[src/design/mst_pkg.sv]
// Package with constants, types and the current table of the microstep translator.
`default_nettype none

package mst_pkg;

  // Clock and timing.
  localparam int CLK_MHZ              = 125;
  localparam int FIXED_OFF_TIME_US    = 30;
  localparam int OFF_TIME_CYC         = FIXED_OFF_TIME_US * CLK_MHZ;
  localparam int SENSE_BLANK_TIME_NS  = 1000;
  localparam int BLANK_CYC            = (SENSE_BLANK_TIME_NS * CLK_MHZ + 999) / 1000;
  localparam int CNT_W                = 24;
  localparam int OFF_US_W             = 16;

  // Fast-decay share of the off-time is FAST_NUM / 2**FAST_SHIFT = 5/16 = 31.25 %.
  localparam int FAST_NUM             = 5;
  localparam int FAST_SHIFT           = 4;

  // Translator geometry: 32 positions per electrical cycle, home at 45 degrees.
  localparam int          POS_W       = 5;
  localparam logic [4:0]  HOME_POS    = 5'h04;
  localparam logic [4:0]  QUARTER_POS = 5'h08;
  localparam logic [3:0]  HALF_TURN   = 4'h8;
  localparam logic [4:0]  WRAP_POS    = 5'h10;

  // Register map, byte addresses on the Avalon slave.
  localparam int          ADDR_W      = 4;
  localparam logic [3:0]  CTRL_OFS    = 4'h0;
  localparam logic [3:0]  STATUS_OFS  = 4'h4;
  localparam logic [3:0]  PHASE_OFS   = 4'h8;
  localparam logic [3:0]  CHOP_OFS    = 4'hc;
  localparam logic [31:0] READ_ZERO   = 32'h0000_0000;

  typedef enum logic [1:0] {RES_FULL, RES_HALF, RES_QUARTER, RES_EIGHTH} mst_res_t;
  typedef enum logic [1:0] {OTM_VDD, OTM_GND, OTM_RES, OTM_RES_ALT} mst_otm_t;
  typedef enum logic [1:0] {CH_DRIVE, CH_FAST, CH_SLOW} mst_chop_t;
  typedef enum logic {DEC_SLOW, DEC_MIXED} mst_decay_t;

  typedef struct packed {
    logic [6:0] level;
    logic       pol;
    mst_decay_t decay;
  } mst_phase_t;

  typedef struct packed {
    logic src_a;
    logic snk_a;
    logic src_b;
    logic snk_b;
  } mst_gate_t;

  typedef struct packed {
    logic [14:0]  zero;
    logic [3:0]   flags;
    mst_otm_t     otm;
    mst_res_t     res;
    logic         dir;
    logic [2:0]   pad;
    logic [4:0]   pos;
  } mst_status_t;

  typedef struct packed {
    logic [13:0]  zero;
    mst_phase_t   ph1;
    mst_phase_t   ph0;
  } mst_phase_word_t;

  typedef struct packed {
    logic [19:0]  zero;
    mst_gate_t    gate1;
    mst_gate_t    gate0;
    mst_chop_t    chop1;
    mst_chop_t    chop0;
  } mst_chop_word_t;

  // Percent of full scale for sin(k * 11.25 deg), k = 0..8.
  function automatic logic [6:0] mst_sin_pct(input logic [3:0] k);
    case (k)
      4'h0:    mst_sin_pct = 7'h00;
      4'h1:    mst_sin_pct = 7'h14;
      4'h2:    mst_sin_pct = 7'h26;
      4'h3:    mst_sin_pct = 7'h38;
      4'h4:    mst_sin_pct = 7'h47;
      4'h5:    mst_sin_pct = 7'h53;
      4'h6:    mst_sin_pct = 7'h5c;
      4'h7:    mst_sin_pct = 7'h62;
      default: mst_sin_pct = 7'h64;
    endcase
  endfunction : mst_sin_pct

endpackage : mst_pkg

`default_nettype wire

[src/design/mst_translator.sv]
// Microstep translator with decay selection, fixed off-time chopper and Avalon-MM status port.
//
// How it works
// - reset loads home position, both phases Mixed
// - step rising edge advances one resolution increment
// - falling phase level selects Mixed decay
// - rising or equal level selects Slow decay
// - resolution pins decode full, half, quarter, eighth
// - resolution change applies only at step edge
// - thermal or overcurrent event returns translator home
// - Mixed off-time: fast 31.25 percent, then slow
// - off-time pin grounded: Mixed decay except in full step
// - off-time pin grounded: fixed 30 us off-time
// - reset pin low: home, all drivers off
// - reset pin low: step edges are ignored
// - direction change applies only at step edge
// - drive diagonal pair, comparator trip ends drive
// - Slow drops source only, Mixed drops both
// - output per-phase level as percent of full scale
// - off-time pin high: 30 us, auto, full-step Slow
// - grounded pin still forces Slow in full step
// - resistor mode: programmed off-time, auto decay always
// - one-shot holds decay for whole off-time
// - comparator ignored for 1 us after switching
// - enable high disables drivers, sequencing continues
//
// Implementation choices: register access over Avalon-MM and the address map.
`default_nettype none

module mst_translator
  import mst_pkg::*;
#(
  parameter int RESET_OFF_US = FIXED_OFF_TIME_US
) (
  // Clock and reset.
  input  wire  logic                   sys_clk,
  input  wire  logic                   sys_rst,
  // Host pins, asynchronous to sys_clk.
  input  wire  logic                   step,
  input  wire  logic                   dir,
  input  wire  logic                   resolution_sel_0,
  input  wire  logic                   resolution_sel_1,
  input  wire  logic                   reset_n,
  input  wire  logic                   enable_n,
  // Off-time configuration pin state, coded as mst_otm_t.
  input  wire  logic [1:0]             off_time_config_pin,
  // Fault events and current-sense comparators.
  input  wire  logic                   thermal_shutdown_event,
  input  wire  logic                   overcurrent_event,
  input  wire  logic [1:0]             sense_trip,
  // Avalon-MM slave.
  input  wire  logic [ADDR_W-1:0]      avs_address,
  input  wire  logic                   avs_read,
  input  wire  logic                   avs_write,
  input  wire  logic [31:0]            avs_writedata,
  input  wire  logic [3:0]             avs_byteenable,
  output var   logic [31:0]            avs_readdata,
  output var   logic                   avs_waitrequest,
  // Bridge outputs.
  output var   mst_phase_t [1:0]       phase_out,
  output var   mst_gate_t  [1:0]       bridge_gate
);

  localparam int PIN_W = 13;

  // Two-flop synchronisers for every pin; only stage two is read by logic.
  logic [PIN_W-1:0] pin_s1_r;
  logic [PIN_W-1:0] pin_s2_r;
  logic             step_d_r;

  always_ff @(posedge sys_clk) begin
    if (sys_rst) begin
      pin_s1_r <= '0;
      pin_s2_r <= '0;
    end else begin
      pin_s1_r <= {step, dir, resolution_sel_1, resolution_sel_0, reset_n, enable_n, off_time_config_pin,
                   thermal_shutdown_event, overcurrent_event, sense_trip, 1'b0};
      pin_s2_r <= pin_s1_r;
    end
  end

  logic       step_s;
  logic       dir_s;
  logic [1:0] ms_s;
  logic       rst_pin_s;
  logic       enable_n_s;
  mst_otm_t   otm_s;
  logic       tsd_s;
  logic       ocp_s;
  logic [1:0] trip_s;
  logic       unused_s;

  assign {step_s, dir_s, ms_s, rst_pin_s, enable_n_s} = pin_s2_r[PIN_W-1:PIN_W-6];
  assign otm_s    = mst_otm_t'(pin_s2_r[6:5]);
  assign tsd_s    = pin_s2_r[4];
  assign ocp_s    = pin_s2_r[3];
  assign trip_s   = pin_s2_r[2:1];
  assign unused_s = pin_s2_r[0];

  // Reset pin is active low, so it reads low until the synchroniser fills.
  logic pin_reset;
  logic home_req;
  logic step_rise;
  logic drive_ok;

  assign pin_reset = ~rst_pin_s;
  assign home_req  = sys_rst | pin_reset | tsd_s | ocp_s;
  assign step_rise = step_s & ~step_d_r & ~pin_reset;
  assign drive_ok  = ~pin_reset & ~enable_n_s & ~tsd_s & ~ocp_s & ~unused_s;

  always_ff @(posedge sys_clk) begin
    if (sys_rst) begin
      step_d_r <= 1'b0;
    end else begin
      step_d_r <= step_s;
    end
  end

  // Translator position; direction and resolution are captured only at a step edge.
  logic [POS_W-1:0] pos_r;
  logic [POS_W-1:0] pos_nxt;
  logic [POS_W-1:0] pos_inc;
  mst_res_t         res_r;
  mst_res_t         res_sel;
  logic             dir_r;

  assign res_sel = mst_res_t'(ms_s);

  always_comb begin
    case (res_sel)
      RES_FULL:    pos_inc = QUARTER_POS;
      RES_HALF:    pos_inc = QUARTER_POS >> 1;
      RES_QUARTER: pos_inc = QUARTER_POS >> 2;
      default:     pos_inc = QUARTER_POS >> 3;
    endcase
    pos_nxt = dir_s ? POS_W'(pos_r + pos_inc) : POS_W'(pos_r - pos_inc);
  end

  always_ff @(posedge sys_clk) begin
    if (home_req) begin
      pos_r <= HOME_POS;
    end else if (step_rise) begin
      pos_r <= pos_nxt;
    end
  end

  // Home is common to all resolutions, so the captured mode survives a pin or fault home request.
  always_ff @(posedge sys_clk) begin
    if (sys_rst) begin
      res_r <= RES_FULL;
      dir_r <= 1'b0;
    end else if (step_rise) begin
      res_r <= res_sel;
      dir_r <= dir_s;
    end
  end

  // Phase 0 follows cos, phase 1 follows sin of the position angle.
  function automatic mst_phase_t phase_of(input logic [POS_W-1:0] p, input logic second);
    logic [POS_W-1:0] idx;
    logic [3:0]       k;
    idx = second ? p : POS_W'(p + QUARTER_POS);
    k   = (idx[3:0] <= HALF_TURN) ? idx[3:0] : 4'((WRAP_POS - {1'b0, idx[3:0]}));
    phase_of.level = mst_sin_pct(k);
    phase_of.pol   = ~idx[4];
    phase_of.decay = DEC_MIXED;
  endfunction : phase_of

  // Off-time selection from the configuration pin and the programmed value.
  logic [OFF_US_W-1:0] off_us_r;
  logic [CNT_W-1:0]    off_cyc_r;
  logic [CNT_W-1:0]    fast_cyc_r;
  logic [CNT_W-1:0]    off_cyc_nxt;
  logic [CNT_W+2:0]    fast_prod;
  logic                res_mode;

  assign res_mode = (otm_s == OTM_RES) || (otm_s == OTM_RES_ALT);

  always_comb begin
    if (res_mode) begin
      off_cyc_nxt = CNT_W'(off_us_r * CLK_MHZ);
    end else begin
      off_cyc_nxt = CNT_W'(OFF_TIME_CYC);
    end
    if (off_cyc_nxt == '0) begin
      off_cyc_nxt = CNT_W'(1);
    end
    fast_prod = (CNT_W+3)'(off_cyc_r) * (CNT_W+3)'(FAST_NUM);
  end

  always_ff @(posedge sys_clk) begin
    if (sys_rst) begin
      off_cyc_r  <= CNT_W'(OFF_TIME_CYC);
      fast_cyc_r <= CNT_W'((OFF_TIME_CYC * FAST_NUM) >> FAST_SHIFT);
    end else begin
      off_cyc_r  <= off_cyc_nxt;
      fast_cyc_r <= CNT_W'(fast_prod >> FAST_SHIFT);
    end
  end

  // Per-phase level, decay choice and chopper.
  mst_chop_t [1:0] chop_r;

  for (genvar ph = 0; ph < 2; ph++) begin : g_phase
    mst_phase_t       next_ph;
    mst_decay_t       auto_decay;
    mst_chop_t        chop_nxt;
    logic [CNT_W-1:0] cnt_r;
    logic [CNT_W-1:0] cnt_nxt;
    mst_gate_t        gate_nxt;

    assign next_ph    = phase_of(pos_nxt, ph == 1);
    assign auto_decay = (next_ph.level < phase_out[ph].level) ? DEC_MIXED : DEC_SLOW;

    always_ff @(posedge sys_clk) begin
      if (home_req) begin
        phase_out[ph] <= phase_of(HOME_POS, ph == 1);
      end else if (step_rise) begin
        phase_out[ph].level <= next_ph.level;
        phase_out[ph].pol   <= next_ph.pol;
        if (res_sel == RES_FULL && !res_mode) begin
          phase_out[ph].decay <= DEC_SLOW;
        end else if (otm_s == OTM_GND) begin
          phase_out[ph].decay <= DEC_MIXED;
        end else begin
          phase_out[ph].decay <= auto_decay;
        end
      end
    end

    // The same counter times blanking in drive and the off-time one-shot in decay.
    always_comb begin
      chop_nxt = chop_r[ph];
      cnt_nxt  = CNT_W'(cnt_r + 1'b1);
      case (chop_r[ph])
        CH_DRIVE: begin
          if (cnt_r < CNT_W'(BLANK_CYC - 1)) begin
            chop_nxt = CH_DRIVE;
          end else if (trip_s[ph]) begin
            chop_nxt = (phase_out[ph].decay == DEC_MIXED && fast_cyc_r != '0) ? CH_FAST : CH_SLOW;
            cnt_nxt  = '0;
          end else begin
            cnt_nxt  = cnt_r;
          end
        end
        CH_FAST: begin
          if (cnt_r >= fast_cyc_r - 1'b1) begin
            chop_nxt = CH_SLOW;
          end
        end
        CH_SLOW: begin
          if (cnt_r >= off_cyc_r - 1'b1) begin
            chop_nxt = CH_DRIVE;
            cnt_nxt  = '0;
          end
        end
        default: begin
          chop_nxt = CH_DRIVE;
          cnt_nxt  = '0;
        end
      endcase
    end

    always_ff @(posedge sys_clk) begin
      if (sys_rst) begin
        chop_r[ph] <= CH_DRIVE;
        cnt_r      <= '0;
      end else begin
        chop_r[ph] <= chop_nxt;
        cnt_r      <= cnt_nxt;
      end
    end

    // Fast decay leaves all four off and lets the body diodes return current to the supply.
    always_comb begin
      gate_nxt = '0;
      case (chop_r[ph])
        CH_DRIVE: begin
          gate_nxt.src_a = phase_out[ph].pol;
          gate_nxt.snk_b = phase_out[ph].pol;
          gate_nxt.src_b = ~phase_out[ph].pol;
          gate_nxt.snk_a = ~phase_out[ph].pol;
        end
        CH_SLOW: begin
          gate_nxt.snk_b = phase_out[ph].pol;
          gate_nxt.snk_a = ~phase_out[ph].pol;
        end
        default: begin
          gate_nxt = '0;
        end
      endcase
      if (!drive_ok) begin
        gate_nxt = '0;
      end
    end

    always_ff @(posedge sys_clk) begin
      if (sys_rst) begin
        bridge_gate[ph] <= '0;
      end else begin
        bridge_gate[ph] <= gate_nxt;
      end
    end
  end

  // Avalon-MM slave: one wait cycle, then the access completes with waitrequest low.
  logic            bus_req;
  logic            bus_done;
  logic [31:0]     rd_nxt;
  mst_status_t     status_w;
  mst_phase_word_t phase_w;
  mst_chop_word_t  chop_w;

  assign bus_req  = avs_read | avs_write;
  assign bus_done = bus_req & ~avs_waitrequest;

  always_comb begin
    status_w       = '0;
    status_w.pos   = pos_r;
    status_w.dir   = dir_r;
    status_w.res   = res_r;
    status_w.otm   = otm_s;
    status_w.flags = {drive_ok, ocp_s, tsd_s, pin_reset};
    phase_w        = '0;
    phase_w.ph0    = phase_out[0];
    phase_w.ph1    = phase_out[1];
    chop_w         = '0;
    chop_w.chop0   = chop_r[0];
    chop_w.chop1   = chop_r[1];
    chop_w.gate0   = bridge_gate[0];
    chop_w.gate1   = bridge_gate[1];
    case (avs_address)
      CTRL_OFS:   rd_nxt = {{(32-OFF_US_W){1'b0}}, off_us_r};
      STATUS_OFS: rd_nxt = status_w;
      PHASE_OFS:  rd_nxt = phase_w;
      CHOP_OFS:   rd_nxt = chop_w;
      default:    rd_nxt = READ_ZERO;
    endcase
  end

  always_ff @(posedge sys_clk) begin
    if (sys_rst) begin
      avs_waitrequest <= 1'b1;
      avs_readdata    <= READ_ZERO;
    end else if (bus_req && avs_waitrequest) begin
      avs_waitrequest <= 1'b0;
      avs_readdata    <= avs_read ? rd_nxt : READ_ZERO;
    end else begin
      avs_waitrequest <= 1'b1;
    end
  end

  // Programmed off-time in microseconds, used only in resistor mode.
  always_ff @(posedge sys_clk) begin
    if (sys_rst) begin
      off_us_r <= OFF_US_W'(RESET_OFF_US);
    end else if (bus_done && avs_write && avs_address == CTRL_OFS) begin
      if (avs_byteenable[0]) begin
        off_us_r[7:0] <= avs_writedata[7:0];
      end
      if (avs_byteenable[1]) begin
        off_us_r[15:8] <= avs_writedata[15:8];
      end
    end
  end

endmodule : mst_translator

`default_nettype wire

[config.mk]
export PLATFORM = sky130hd
export DESIGN_NAME = mst_translator
export DESIGN_NICKNAME = d
export VERILOG_FILES = /design/src/design/mst_pkg.sv /design/src/design/mst_translator.sv
export SDC_FILE = /design/constraint.sdc
export NUM_CORES = 1
export LEC_CHECK = 0
export BUFFER_PORTS_ARGS = -buffer_cell sky130_fd_sc_hd__buf_2
export CORE_UTILIZATION = 63
export DETAILED_ROUTE_END_ITERATION = 16
export PLACE_DENSITY = 0.83
export SLEW_MARGIN = 40
export SYNTH_ARGS = -nofsm -noshare
export SYNTH_HDL_FRONTEND = slang
export SYNTH_SLANG_ARGS = --single-unit
[constraint.sdc]
create_clock -name sys_clk -period 8.5 [get_ports sys_clk]
set_clock_uncertainty 0.15 [all_clocks]
set_input_delay 1.7 -clock sys_clk [delete_from_list [all_inputs] [get_ports sys_clk]]
set_output_delay 1.7 -clock sys_clk [all_outputs]
set_load 0.01 [all_outputs]
==> reports/summary.txt <==
Max Root-Sink Buffers -> 2
max-slew violations -> 0
syn avg cell area -> 8.67 um^2
insertion delay of the later-clocked pin in the worst-skew pair -> 0.45 ns
maximum net fanout on the critical path -> 7
slew at the pin closest to its max-slew limit -> 0.795 ns
buffer count from post-CTS setup fixing -> 0
Die Footprint -> 24300 um^2
final standard cell area without fillers -> 16300 um^2
core area -> 22900 um^2
R2R depth -> 15
PortBufs -> 82
leading cell types by total area after synthesis -> dfxtp_1 26%, ha_1 18%, fa_1 7.5%
I/O pin total -> 115
Final TNS setup -> 0 ns
critical path cell sequence -> inv_1 -> fa_1 -> fa_1 -> fa_1 -> fa_1 -> inv_1 -> ha_1 -> nand2_1 -> o31ai_1 -> o21ai_0 -> a21boi_0 -> xor2_1 -> a2111oi_0 -> nand4_1 -> o21ai_0
Worst Hold End -> pin_s2_r[3]
dominant cell type by count on the critical path -> fa_1
cell depth of the worst hold path -> 1
Hold Crit Start -> pin_s1_r[3]
fraction of met2 tracks used by global routing -> 56.5%
total placed instance area -> 15600 um^2
fraction of final layout cells with drive strength greater than 1 -> 8.77%
post-synth top area share -> 25.6%
number of synthesized flops with an enable pin -> 0
share of synthesized flip-flops with an asynchronous set or reset -> 0%
initial core utilization -> 65.2%
Warnings, synthesis -> 0
clk sinks -> 191
number of distinct standard cells referenced by the synthesized netlist -> 79
most frequent standard cell in the layout excluding fill and tap cells -> ha_1
std cell rows -> 55
cell type with the highest aggregate area in the netlist -> dfxtp_1
category of the worst setup path capture point -> flip-flop
wire length after detailed routing -> 39100 um
Via Count -> 13200
count of hold-fix buffers inserted at cts -> 0
largest voltage drop on the vdd net -> 147 uV
detailed-route wire length per cell -> 18.5 um
DIE HEIGHT -> 156 um
initial antenna violation count -> 0
Required @ worst endpoint -> 8.71 ns
via count of the first global-routing pass -> 12800
reported leakage power -> 7.69 nW
final hold violation count -> 0
cells after synthesis -> 1724
number of routed nets with antenna violations -> 0
delay contributed by the slowest stage of the critical path -> 0.63 ns
Global Route met3 Usage -> 5.94%
met1 capacity usage during global routing -> 37.1%
die width -> 156 um
Setup crit start -> off_us_r[1]
R2R setup slack -> 3.00 ns
Max transition margin -> 46.9%
layout overhead on the synthesized area -> 8.84%
via density per instance -> 6.22
DRC violation total after the first TritonRoute iteration -> 1269
Startpoint Class -> flip-flop
number of buffers and inverters on the critical path -> 2
most frequent cells in the layout -> 214 x ha_1, 191 x dfxtp_1, 137 x nor2_1
type of the worst min-delay path -> flip-flop to flip-flop
n_diodes -> 0
global-route wire length before repair -> 62600 um
half-perimeter wire length after detailed placement -> 29600 um
CTS Root Buffer Type -> clkbuf_16
cell with the largest stage delay on the worst path -> dfxtp_1
Critical Path AT -> 5.71 ns
final period demand of the worst path -> 5.50 ns
maximum capacitance violations -> 0
start of the worst register-to-register path -> off_us_r[1]
count of filler cells inserted in the layout -> 1780
f_max -> 182 MHz
portion of the post-synthesis area used by sequential elements -> 25.6%
largest net degree at the start of global routing -> 77
total power per unit cell area -> 134 nW/um^2
Top delay family on crit path -> adder cells
Reg-to-Reg End -> off_cyc_r[0]
Multi-input gate area -> 10400 um^2
CTS HTree Levels -> 4
Most Used Layer, Global Route -> met2
routability-driven placement congestion ratio -> 0.970
FF+latch count, synth -> 191
post-route DRC violation count -> 0
Storage cell area -> 3820 um^2
RSZ-0062 raised after global routing -> false
final core utilization -> 71.0%
Num CTS Buffers -> 17
post-CTS sizing -> 0
first-pass iteration count of the detailed router -> 8
Post-synth top flop -> dfxtp_1
grt ovf -> 0
TritonCTS clock tree -> yes
post-synth design cell area -> 14900 um^2
Final #Nets -> 2114
result of the run -> complete, no violations
clock transition at the register clock pins on the worst setup and hold paths after CTS -> 0.08 ns
Setup violations, final -> 0
final period utilization -> 64.7%
classification of the worst setup path -> flip-flop to flip-flop
total routing resource utilization after global routing -> 32.6%
==> kinds of logic after synthesis <==
| group | synth area share, % |
|---|---|
| other cells | 0.0251 |
| buf+inv | 5.13 |
| compound gates | 17.5 |
| simple gates | 19.5 |
| xor+xnor | 5.33 |
| fa+ha+maj | 25.4 |
| flops | 25.6 |
| mux | 1.50 |
==> area by class of cell <==
cell class | count | area share [%]
clock buffer | 17 | 2.62
clock inverter | 15 | 1.32
inverter | 129 | 2.98
multi-input combinational | 1357 | 64.1
sequential | 191 | 23.5
tap | 313 | 2.41
timing repair buffer | 92 | 3.05
==> cells in the mapped netlist (39+ instances only) <==
cell type,count
xor2_1,39
nor3_1,39
clkbuf_1,40
dfxtp_1,191
a21oi_1,102
ha_1,214
nand2_1,135
o21ai_0,51
xnor2_1,52
nor2_1,140
fa_1,56
a21o_1,45
inv_1,128
==> power breakdown <==
part | leakage (nW) | internal (mW) | switching, mW
Sequential | 1.55 | 0.923 | 0.0640
Clock | 0.311 | 0.455 | 0.400
Combinational | 5.83 | 0.129 | 0.209
==> routing by layer <==
layer | wire length (um) | vias up
met5 | 0 | -
li1 | - | 6303
met2 | 18500 | 564
met1 | 15500 | 6156
met4 | 2200 | 0
met3 | 2830 | 132
==> registers in the layout, indices dropped and copies added, names as in the netlist <==
signal / cells
step_d_r: 1
fast_cyc_r: 22
off_us_r: 16
off_cyc_r: 23
bridge_gate: 8
pin_s2_r: 12
pin_s1_r: 12
avs_readdata: 18
pos_r: 5
avs_waitrequest: 1
chop_r: 4
res_r: 2
phase_out: 18
g_phase.cnt_r: 48
dir_r: 1
==> stage by stage <==
step	setup slack (ns)	std cells	power [mW]	hold WS (ns)
2_1_floorplan	3.64	1737	1.23	0.264
3_3_place_gp	3.18	2080	1.31	0.265
3_5_place_dp	3.07	2082	1.33	0.270
4_1_cts	3.03	2114	2.18	0.288
5_1_grt	2.72	2114	2.26	0.298
6_report	3.00	2114	2.18	0.289
==> worst register-to-register path, stage by stage, from the launching register on <==
cell and delay (ns):
dfxtp_1 0.63, inv_1 0.22, fa_1 0.60, fa_1 0.45
fa_1 0.49, fa_1 0.52, inv_1 0.04, ha_1 0.34
nand2_1 0.09, o31ai_1 0.40, o21ai_0 0.28, a21boi_0 0.29
xor2_1 0.12, a2111oi_0 0.49, nand4_1 0.15, o21ai_0 0.18
==> how the worst max path moves through the flow <==
stage,end,slack (ns),depth (start not counted)
5_1_grt,off_cyc_r[0],2.72,15
2_1_floorplan,off_cyc_r[0],3.64,17
4_1_cts,g_phase[0].cnt_r[4],3.03,15
6_report,off_cyc_r[0],3.00,15
3_5_place_dp,off_cyc_r[0],3.07,17
3_3_place_gp,g_phase[0].cnt_r[4],3.18,15
Power figures use the tool's default switching activity.
